--- config.mk ---
export PLATFORM = sky130hd
export DESIGN_NAME = pmsab_bank
export DESIGN_NICKNAME = d
export VERILOG_FILES = /design/src/core/pmsab_pkg.sv /design/src/core/pmsab_bank.sv /design/src/core/pmsab_status_reg.sv /design/src/core/pmsab_alert_gen.sv
export VERILOG_INCLUDE_DIRS = /design/src /design/src/core
export SDC_FILE = /design/constraint.sdc
export NUM_CORES = 1
export LEC_CHECK = 0
export ABC_CLOCK_PERIOD_IN_PS = 8800
export BUFFER_PORTS_ARGS = -buffer_cell sky130_fd_sc_hd__buf_2
export CAP_MARGIN = 20
export CORE_AREA = 4 4 253 230
export CTS_CLUSTER_SIZE = 25
export DETAILED_ROUTE_END_ITERATION = 7
export DIE_AREA = 0 0 257 234
export MAX_ROUTING_LAYER = met4
export SKIP_LAST_GASP = 1
export SLEW_MARGIN = 10
export SYNTH_ARGS = -nofsm -noshare
export SYNTH_HDL_FRONTEND = slang
export SYNTH_SLANG_ARGS = --single-unit
--- constraint.sdc ---
create_clock -name CLOCK -period 8.8 [get_ports CLOCK]
set_clock_uncertainty 0.05 [all_clocks]
set_input_delay 0.44 -clock CLOCK [delete_from_list [all_inputs] [get_ports CLOCK]]
set_output_delay 0.44 -clock CLOCK [all_outputs]
set_load 0.02 [all_outputs]
--- src/core/pmsab_regs.svh ---
// command codes, bit positions and reset values of the status bank
`ifndef PMSAB_REGS_SVH
`define PMSAB_REGS_SVH

`define PMSAB_NINST 3
`define PMSAB_NREG 6

`define PMSAB_CMD_CLEAR 8'h03
`define PMSAB_CMD_MASK 8'h1b
`define PMSAB_CMD_WORD 8'h79
`define PMSAB_CMD_VOUT 8'h7a
`define PMSAB_CMD_IOUT 8'h7b
`define PMSAB_CMD_INPUT 8'h7c
`define PMSAB_CMD_TEMP 8'h7d
`define PMSAB_CMD_CML 8'h7e
`define PMSAB_CMD_FAN 8'h81
`define PMSAB_CMD_T1 8'h8d
`define PMSAB_CMD_T2 8'h8e
`define PMSAB_CMD_T3 8'h8f
`define PMSAB_PAGE_BMC 8'h00
`define PMSAB_PAGE_SEC 8'h01

`define PMSAB_R_VOUT 3'h0
`define PMSAB_R_IOUT 3'h1
`define PMSAB_R_INPUT 3'h2
`define PMSAB_R_TEMP 3'h3
`define PMSAB_R_CML 3'h4
`define PMSAB_R_FAN 3'h5

`define PMSAB_B_VOUT_OV 7
`define PMSAB_B_VOUT_UV 4
`define PMSAB_B_IOUT_OCF 7
`define PMSAB_B_IOUT_OCW 5
`define PMSAB_B_POUT_OPF 1
`define PMSAB_B_POUT_OPW 0
`define PMSAB_B_VIN_UVW 5
`define PMSAB_B_VIN_UVF 4
`define PMSAB_B_VIN_OFF 3
`define PMSAB_B_IIN_OCW 1
`define PMSAB_B_PIN_OPW 0
`define PMSAB_B_OT_F 7
`define PMSAB_B_OT_W 6
`define PMSAB_B_CML_CMD 7
`define PMSAB_B_CML_DATA 6
`define PMSAB_B_CML_PEC 5
`define PMSAB_B_FAN_F 7
`define PMSAB_B_FAN_W 5

`define PMSAB_W_OFF 6
`define PMSAB_W_IOC 4
`define PMSAB_W_VUV 3
`define PMSAB_W_TEMP 2
`define PMSAB_W_CML 1
`define PMSAB_W_VOUT 15
`define PMSAB_W_IOUT 14
`define PMSAB_W_INPUT 13
`define PMSAB_W_FAN 10

`define PMSAB_MASK_ALL 8'hff
`define PMSAB_MASK_SEC_IOUT 8'hdf
`define PMSAB_MASK_SEC_INPUT 8'hef
`define PMSAB_MASK_SEC_TEMP 8'hbf
`define PMSAB_ZERO8 8'h00
`define PMSAB_ZERO16 16'h0000

`endif

--- src/core/pmsab_pkg.sv ---
// types shared by the status bank modules
package pmsab_pkg;
`include "pmsab_regs.svh"

typedef logic [7:0] pmsab_byte_t;

typedef enum logic [1:0] {
   PMSAB_INST_DIRECT = 2'b00,
   PMSAB_INST_BMC = 2'b01,
   PMSAB_INST_SEC = 2'b10,
   PMSAB_INST_NONE = 2'b11
} pmsab_inst_t;

typedef struct packed {
   logic valid;
   logic write;
   logic paged;
   logic [7:0] page;
   logic [7:0] code;
   logic [15:0] wdata;
} pmsab_cmd_t;

typedef struct packed {
   logic [15:0] rd_data;
   logic rd_valid;
} pmsab_rsp_t;

typedef struct packed {
   logic unit_off;
   logic vout_ov;
   logic vout_uv;
   logic iout_ocf;
   logic iout_ocw;
   logic pout_opf;
   logic pout_opw;
   logic vin_uvw;
   logic vin_uvf;
   logic vin_off;
   logic iin_ocw;
   logic pin_opw;
   logic ot_f;
   logic ot_w;
   logic cml_cmd;
   logic cml_data;
   logic cml_pec;
} pmsab_evt_t;

typedef struct packed {
   pmsab_byte_t bits;
} pmsab_sreg_t;

typedef logic [`PMSAB_NINST-1:0][`PMSAB_NREG-1:0][7:0] pmsab_bank_arr_t;

typedef struct packed {
   pmsab_bank_arr_t mask;
   pmsab_rsp_t rsp;
   logic alert;
} pmsab_bank_t;

endpackage

--- src/core/pmsab_bank.sv ---
// status register bank with three instances and alert masking
// Contract
// - status bits latch on event, held until cleared
// - three instances: direct, page 00h, page 01h
// - plain byte/word access reaches direct instance
// - fan status direct only, read and cleared
// - status events drive alert through instance masks
// - mask 0 passes event, mask 1 blocks
// - masks reset to 1, three page-01h exceptions
// - word low byte: off, ioc, vin uv, temp, cml
// - word high byte: vout, iout, input, fans summaries
// - input status bit layout 5,4,3,1,0
// - input undervoltage latches for any duration
// - all fans ORed into one fault, one warning
// - temperature reads return inlet, rectifier, pfc
// - write one clears only those bits
// - status word not writable, clears indirectly
// - same events set all; owner clears own
// - clear-faults wipes all status bits, masks kept, releases alert
`timescale 1ns/1ps
`include "pmsab_regs.svh"
module pmsab_bank
   import pmsab_pkg::*;
#(
   parameter int NFANS = 1
)
(
   input wire logic CLOCK,
   input wire logic SYS_RST,
   input wire pmsab_cmd_t CMD,
   input wire pmsab_evt_t EVT,
   input wire logic [NFANS-1:0] FAN_FAULT,
   input wire logic [NFANS-1:0] FAN_WARN,
   input wire logic [15:0] TEMP_INLET,
   input wire logic [15:0] TEMP_SR,
   input wire logic [15:0] TEMP_PFC,
   input wire logic SMBALERT_N_I,
   output pmsab_rsp_t RSP,
   output logic SMBALERT_N_O,
   output logic SMBALERT_N_OE
);

localparam int NI = `PMSAB_NINST;
localparam int NR = `PMSAB_NREG;

// page 01h keeps three events unmasked from reset
localparam pmsab_bank_t BANK_RST = '{
   mask: {
      {`PMSAB_MASK_ALL, `PMSAB_MASK_ALL, `PMSAB_MASK_SEC_TEMP,
       `PMSAB_MASK_SEC_INPUT, `PMSAB_MASK_SEC_IOUT, `PMSAB_MASK_ALL},
      {NR{`PMSAB_MASK_ALL}},
      {NR{`PMSAB_MASK_ALL}}},
   rsp: '{rd_data: `PMSAB_ZERO16, rd_valid: 1'b0},
   alert: 1'b0};

pmsab_bank_t bank_q;
pmsab_bank_t bank_d;
pmsab_bank_arr_t stat;
pmsab_bank_arr_t w1c;
pmsab_bank_arr_t setv;
logic [NR-1:0][7:0] evset;
pmsab_inst_t inst;
logic [2:0] idx;
logic idx_ok;
logic [2:0] midx;
logic midx_ok;
logic wr_stat;
logic clr_all;
logic rd_req;
logic alert_raw;

////////////////////////////////////////////////////////////////////////////////
// instance and register decode

function automatic logic [3:0] decode_reg(input logic [7:0] code);
   logic [3:0] r;
   r = 4'h0;
   if (code == `PMSAB_CMD_VOUT)
      r = {1'b1, `PMSAB_R_VOUT};
   else if (code == `PMSAB_CMD_IOUT)
      r = {1'b1, `PMSAB_R_IOUT};
   else if (code == `PMSAB_CMD_INPUT)
      r = {1'b1, `PMSAB_R_INPUT};
   else if (code == `PMSAB_CMD_TEMP)
      r = {1'b1, `PMSAB_R_TEMP};
   else if (code == `PMSAB_CMD_CML)
      r = {1'b1, `PMSAB_R_CML};
   else if (code == `PMSAB_CMD_FAN)
      r = {1'b1, `PMSAB_R_FAN};
   return r;
endfunction

always_comb
begin
   // unpaged access lands on the direct instance
   if (!CMD.paged)
      inst = PMSAB_INST_DIRECT;
   else if (CMD.page == `PMSAB_PAGE_BMC)
      inst = PMSAB_INST_BMC;
   else if (CMD.page == `PMSAB_PAGE_SEC)
      inst = PMSAB_INST_SEC;
   else
      inst = PMSAB_INST_NONE;
   {idx_ok, idx} = decode_reg(CMD.code);
   {midx_ok, midx} = decode_reg(CMD.wdata[7:0]);
   // fan status has no paged copy, so paged fan access is dropped
   if (idx == `PMSAB_R_FAN && inst != PMSAB_INST_DIRECT)
      idx_ok = 1'b0;
   if (midx == `PMSAB_R_FAN && inst != PMSAB_INST_DIRECT)
      midx_ok = 1'b0;
end

// the status word has no write path at all
assign wr_stat = CMD.valid && CMD.write && idx_ok && inst != PMSAB_INST_NONE;
assign clr_all = CMD.valid && CMD.write && CMD.code == `PMSAB_CMD_CLEAR;
assign rd_req = CMD.valid && !CMD.write;

////////////////////////////////////////////////////////////////////////////////
// event mapping onto status bits

always_comb
begin
   evset = '0;
   evset[`PMSAB_R_VOUT][`PMSAB_B_VOUT_OV] = EVT.vout_ov;
   evset[`PMSAB_R_VOUT][`PMSAB_B_VOUT_UV] = EVT.vout_uv;
   evset[`PMSAB_R_IOUT][`PMSAB_B_IOUT_OCF] = EVT.iout_ocf;
   evset[`PMSAB_R_IOUT][`PMSAB_B_IOUT_OCW] = EVT.iout_ocw;
   evset[`PMSAB_R_IOUT][`PMSAB_B_POUT_OPF] = EVT.pout_opf;
   evset[`PMSAB_R_IOUT][`PMSAB_B_POUT_OPW] = EVT.pout_opw;
   evset[`PMSAB_R_INPUT][`PMSAB_B_VIN_UVW] = EVT.vin_uvw;
   // single-cycle dropout is enough; nothing filters it
   evset[`PMSAB_R_INPUT][`PMSAB_B_VIN_UVF] = EVT.vin_uvf;
   evset[`PMSAB_R_INPUT][`PMSAB_B_VIN_OFF] = EVT.vin_off;
   evset[`PMSAB_R_INPUT][`PMSAB_B_IIN_OCW] = EVT.iin_ocw;
   evset[`PMSAB_R_INPUT][`PMSAB_B_PIN_OPW] = EVT.pin_opw;
   evset[`PMSAB_R_TEMP][`PMSAB_B_OT_F] = EVT.ot_f;
   evset[`PMSAB_R_TEMP][`PMSAB_B_OT_W] = EVT.ot_w;
   evset[`PMSAB_R_CML][`PMSAB_B_CML_CMD] = EVT.cml_cmd;
   evset[`PMSAB_R_CML][`PMSAB_B_CML_DATA] = EVT.cml_data;
   evset[`PMSAB_R_CML][`PMSAB_B_CML_PEC] = EVT.cml_pec;
   evset[`PMSAB_R_FAN][`PMSAB_B_FAN_F] = |FAN_FAULT;
   evset[`PMSAB_R_FAN][`PMSAB_B_FAN_W] = |FAN_WARN;
end

////////////////////////////////////////////////////////////////////////////////
// status instances

genvar gi;
genvar gr;
generate
   for (gi = 0; gi < NI; gi++)
   begin : g_inst
      for (gr = 0; gr < NR; gr++)
      begin : g_reg
         localparam logic [2:0] RIDX = 3'(gr);
         localparam logic [1:0] IIDX = 2'(gi);
         localparam logic LIVE = (RIDX != `PMSAB_R_FAN) || (gi == 0);
         // every live copy sees the same events
         assign setv[gi][gr] = LIVE ? evset[gr] : `PMSAB_ZERO8;
         // only the owning page may clear its copy
         assign w1c[gi][gr] = (wr_stat && inst == pmsab_inst_t'(IIDX) && idx == RIDX)
            ? CMD.wdata[7:0] : `PMSAB_ZERO8;
         pmsab_status_reg u_sreg (
            .clk(CLOCK),
            .rst(SYS_RST),
            .set(setv[gi][gr]),
            .w1c(w1c[gi][gr]),
            .clr_all(clr_all),
            .q(stat[gi][gr])
         );
      end
   end
endgenerate

pmsab_alert_gen u_alert (
   .stat(stat),
   .mask(bank_q.mask),
   .alert(alert_raw)
);

////////////////////////////////////////////////////////////////////////////////
// status word and read mux

function automatic logic [15:0] word_of(input logic [1:0] i);
   logic [15:0] w;
   w = `PMSAB_ZERO16;
   w[`PMSAB_W_OFF] = EVT.unit_off;
   w[`PMSAB_W_IOC] = stat[i][`PMSAB_R_IOUT][`PMSAB_B_IOUT_OCF];
   w[`PMSAB_W_VUV] = stat[i][`PMSAB_R_INPUT][`PMSAB_B_VIN_UVF];
   w[`PMSAB_W_TEMP] = |stat[i][`PMSAB_R_TEMP];
   w[`PMSAB_W_CML] = |stat[i][`PMSAB_R_CML];
   w[`PMSAB_W_VOUT] = |stat[i][`PMSAB_R_VOUT];
   w[`PMSAB_W_IOUT] = |stat[i][`PMSAB_R_IOUT];
   w[`PMSAB_W_INPUT] = |stat[i][`PMSAB_R_INPUT];
   // fans exist once, every word reports the shared copy
   w[`PMSAB_W_FAN] = |stat[0][`PMSAB_R_FAN];
   return w;
endfunction

always_comb
begin
   bank_d = bank_q;
   bank_d.rsp.rd_valid = rd_req;
   bank_d.rsp.rd_data = `PMSAB_ZERO16;
   if (rd_req && inst != PMSAB_INST_NONE)
   begin
      if (CMD.code == `PMSAB_CMD_WORD)
         bank_d.rsp.rd_data = word_of(inst);
      else if (idx_ok)
         bank_d.rsp.rd_data = {`PMSAB_ZERO8, stat[inst][idx]};
      else if (CMD.code == `PMSAB_CMD_T1)
         bank_d.rsp.rd_data = TEMP_INLET;
      else if (CMD.code == `PMSAB_CMD_T2)
         bank_d.rsp.rd_data = TEMP_SR;
      else if (CMD.code == `PMSAB_CMD_T3)
         bank_d.rsp.rd_data = TEMP_PFC;
      else if (CMD.code == `PMSAB_CMD_MASK && midx_ok)
         bank_d.rsp.rd_data = {`PMSAB_ZERO8, bank_q.mask[inst][midx]};
   end
   if (CMD.valid && CMD.write && CMD.code == `PMSAB_CMD_MASK && midx_ok
       && inst != PMSAB_INST_NONE)
      bank_d.mask[inst][midx] = CMD.wdata[15:8];
   // clear-faults drops the alert at once, not a cycle later
   bank_d.alert = clr_all ? 1'b0 : alert_raw;
end

always_ff @(posedge CLOCK or posedge SYS_RST)
begin
   if (SYS_RST)
      bank_q <= BANK_RST;
   else
      bank_q <= bank_d;
end

assign RSP = bank_q.rsp;
// open drain: pull low only, release otherwise
assign SMBALERT_N_O = 1'b0;
assign SMBALERT_N_OE = bank_q.alert;
endmodule // pmsab_bank

--- src/core/pmsab_status_reg.sv ---
// one sticky write-one-to-clear status byte
`timescale 1ns/1ps
`include "pmsab_regs.svh"
module pmsab_status_reg
   import pmsab_pkg::*;
(
   input wire logic clk,
   input wire logic rst,
   input wire logic [7:0] set,
   input wire logic [7:0] w1c,
   input wire logic clr_all,
   output logic [7:0] q
);

pmsab_sreg_t state_q;
pmsab_sreg_t state_d;
logic [7:0] clr;

always_comb
begin
   clr = w1c | {8{clr_all}};
   // set after clear so an event in the clearing cycle survives
   state_d.bits = (state_q.bits & ~clr) | set;
end

always_ff @(posedge clk or posedge rst)
begin
   if (rst)
      state_q <= '{bits: `PMSAB_ZERO8};
   else
      state_q <= state_d;
end

assign q = state_q.bits;
endmodule // pmsab_status_reg

--- src/core/pmsab_alert_gen.sv ---
// combines unmasked status bits of every instance into one alert request
`timescale 1ns/1ps
`include "pmsab_regs.svh"
module pmsab_alert_gen
   import pmsab_pkg::*;
(
   input wire pmsab_bank_arr_t stat,
   input wire pmsab_bank_arr_t mask,
   output logic alert
);

localparam int NENT = `PMSAB_NINST * `PMSAB_NREG;
logic [NENT-1:0] hit;

genvar ge;
generate
   for (ge = 0; ge < NENT; ge++)
   begin : g_ent
      // mask bit 0 lets the event through, 1 blocks it
      assign hit[ge] = |(stat[ge / `PMSAB_NREG][ge % `PMSAB_NREG]
         & ~mask[ge / `PMSAB_NREG][ge % `PMSAB_NREG]);
   end
endgenerate

assign alert = |hit;

endmodule // pmsab_alert_gen

==> impl_metrics.tcl <==
set metrics [dict create \
    dp.cells 2430 \
    antenna_found_initial 1 \
    synthesis.nets 1774 \
    wl_per_cell_um 31.2 \
    grt_overflow 0 \
    hold_class "in -> reg" \
    synth.largest_area_cell "dfrtp_1" \
    p_seq_share_pct 44.3 \
    p_leak_nw 7.69 \
    status "completed" \
    cts-htree-levels 2 \
    tightest_slew_ns 1.22 \
    nets 1820 \
    final-max-slew-violation-count 0 \
    hold_viol 0 \
    finalCriticalPeriod_ns 3.85 \
    clkPwrFrac_pct 49.5 \
    cp_max_fo 33 \
    ys_seq_elements 306 \
    synth_edf_count 0 \
    p_switching_uw 804 \
    slew_headroom_pct 18.0 \
    core_um2 55500 \
    dr.first_iter.drc_count 1802 \
    numCtsBuffers 36 \
    clockBufferDepth 3 \
    multi_input_area_um2 7460 \
    routabilityCongestion 1.02 \
    finalCritPeriodShare_pct 43.8 \
    die-area_um2 60100 \
    seq_area_um2 7830 \
    initial_core_util_pct 29.7 \
    instances_no_fill 2499 \
    layout-drive-gt1-share_pct 32.4 \
    cell_internal_pwr_mw 2.38 \
    ys_types 75 \
    ys_async_sr_fraction_pct 100 \
    timing.fmax_mhz 260 \
    crit_buf_inv 1 \
    cp-end-kind "flip-flop" \
    nFillCells 5688 \
    syn_area_per_cell_um2 9.87 \
    wirelength_um 77900 \
    dp_hpwl_um 58400 \
    p_per_area_nw_per_um2 169 \
    grtUsageTotal_pct 26.1 \
    synth.cell_area_um2 16500 \
    die_h_um 234 \
    clock_sinks 306 \
    cp-start-kind "input pin" \
    grt_max_degree 109 \
    synthTopCellsByCount "nand2_1, dfrtp_1, inv_1" \
    postSynthCellCount 1669 \
    max_cap_violations 0 \
    critPathMaxStageDelay_ns 0.81 \
    power_mw 3.19 \
    num_vias 14400 \
    critPathTopFamily "simple AND/OR/NAND/NOR gates" \
    pwr-share-comb_pct 6.3 \
    synth_area_leaders "dfrtp_1, dfstp_2, mux2_2, mux2i_1, a21oi_1" \
    setup_tns_ns 0 \
    viasPerCell 5.77 \
    cts_root_buf "clkbuf_16" \
    ys.flop_type "dfrtp_1" \
    seq_area_frac_synth_pct 47.5 \
    crit_chain "buf_2, nand2b_1, or4_1, o21ai_2, and2_1, and3_1, nor2b_1, mux2_2" \
    sw_frac_of_total_pct 25.2 \
    rsz0062_at_grt "false" \
    drtPass1Iterations 8 \
    synth_warnings 0 \
    tritoncts "built" \
    criticalPathCategory "in -> reg" \
    clk_pin_slew_ns 0.06 \
    synthToLayoutAreaGrowth_pct 14.6 \
    detail-route-antenna-nets 0 \
    arrival_ns 4.29 \
    drc 0 \
    setup_viol 0 \
    pin_count 124 \
    yosysTopAreaCellShare_pct 25.1 \
    slowest_stage "nor2b_1" \
    fp-row-count 82 \
    die_x_um 257 \
    cp.required_ns 9.24 \
    irDropWorstVdd_mv 0.105 \
    synth.most_common_cell "nand2_1" \
    portBuffers 121 \
    cts_resized 0 \
    clk-insertion-delay-late_ns 0.57 \
    grt_pass1_vias 14100 \
    grt_pass1_wl_um 110000 \
]
==> metal layers <==
metal  vias to the layer above  part of all wire, %  track usage [%]  wire length [µm]
met5                         -                    0                -                 0
met4                         0                  4.6             10.3              3590
met3                       161                  9.4             6.27              7340
met2                       829                   42             38.0             33100
met1                      7353                   44             35.3             33900
li1                       6085                    -                -                 -
==> worst reg2reg max path, stage by stage, from the launching register on <==
cell,delay [ns]
dfrtp_1,0.43
inv_1,0.18
o22ai_1,0.11
or4_1,0.57
nor4_1,0.57
nand4_1,0.37
and2_1,0.28
==> kinds of logic (layout without fill, tap and decap cells) <==
logic type	count (synthesis)	in the layout	synth area share, %
compound gates	413	413	16.7
buf+inv	292	365	7.23
flops	306	306	47.5
mux	219	219	15.1
other cells	1	2	0.0228
simple gates	438	438	13.5
==> state kept, by name (all words and copies together), names as in the netlist <==
| name | cells |
|---|---|
| bank_q | 144 |
| g_inst.g.u_sreg.q | 144 |
| RSP | 17 |
| SMBALERT_N_OE | 1 |
==> worst paths after layout <==
kind | from | endpoint | slack [ns] | depth (start not counted)
max | CMD[0] | bank_q[78] | 4.95 | 8
min | FAN_FAULT | g_inst[0].g_reg[5].u_sreg.q[7] | 0.02 | 2
max reg2reg | g_inst[2].g_reg[0].u_sreg.q[1] | SMBALERT_N_OE | 6.10 | 6
min reg2reg | bank_q[111] | bank_q[111] | 0.32 | 0
max in group asynchronous | SYS_RST | bank_q[127] | 6.25 | 6
min in group asynchronous | SYS_RST | g_inst[1].g_reg[0].u_sreg.q[2] | 0.50 | 3
==> what timing repair did <==
action                                  in CTS  in global routing
hold buffers                                 1                  0
hold endpoints to repair                     2                  0
setup buffers                                0                  0
endpoints found under the setup margin       0                  0
==> stage by stage <==
step	hold WS (ns)	instance area [µm²]	setup WS (ns)	util, %
after floorplan	0.378	16500	0.0840	-
after global placement	0.307	17600	4.54	31.7
after detailed placement	0.309	17600	4.50	31.7
after CTS	0.0120	18900	5.07	34.0
after global routing	0.0341	18900	4.88	34.0
final	0.0248	18900	4.95	34.0
==> cell usage in the layout, fill, tap and decap left out, types with 7 or more instances in the layout <==
| cell | n |
|---|---|
| dfstp_2 | 141 |
| nand2_2 | 7 |
| mux4_2 | 10 |
| nand3_1 | 23 |
| dfrtp_1 | 165 |
| nand4_1 | 16 |
| inv_1 | 147 |
| buf_4 | 28 |
| o221ai_1 | 12 |
| nand2_1 | 188 |
| buf_2 | 121 |
| nor3_1 | 32 |
| o22ai_1 | 51 |
| and2_1 | 19 |
| a21oi_1 | 147 |
| nor2b_1 | 15 |
| clkbuf_8 | 7 |
| a211oi_1 | 9 |
| clkinv_2 | 7 |
| clkbuf_16 | 37 |
| a31o_2 | 53 |
| nor4_1 | 41 |
| a221oi_1 | 24 |
| o21ai_0 | 37 |
| a22oi_1 | 11 |
| mux2i_1 | 78 |
| nor2_1 | 44 |
| mux2_1 | 8 |
| mux2_2 | 123 |
| and3_1 | 7 |
==> area by class of cell <==
| cell class | count | share of cell area [%] |
|---|---|---|
| flip-flops and latches | 306 | 41.5 |
| diodes | 1 | 0.0133 |
| multi-input cells | 1071 | 39.5 |
| inverters | 149 | 3.01 |
| well taps | 756 | 5.01 |
| clock buffers | 49 | 5.51 |
| repair buffers | 151 | 4.52 |
| clock inverters | 16 | 0.961 |
==> power by group through the flow <==
stage	sequential, mW	combinational, mW	clock [mW]
2_1_floorplan	1.43	0.104	0
3_3_place_gp	1.43	0.193	0
3_5_place_dp	1.43	0.195	0
4_1_cts	1.41	0.196	1.60
5_1_grt	1.41	0.212	1.65
6_report	1.41	0.200	1.58
Power figures use the tool's default switching activity.
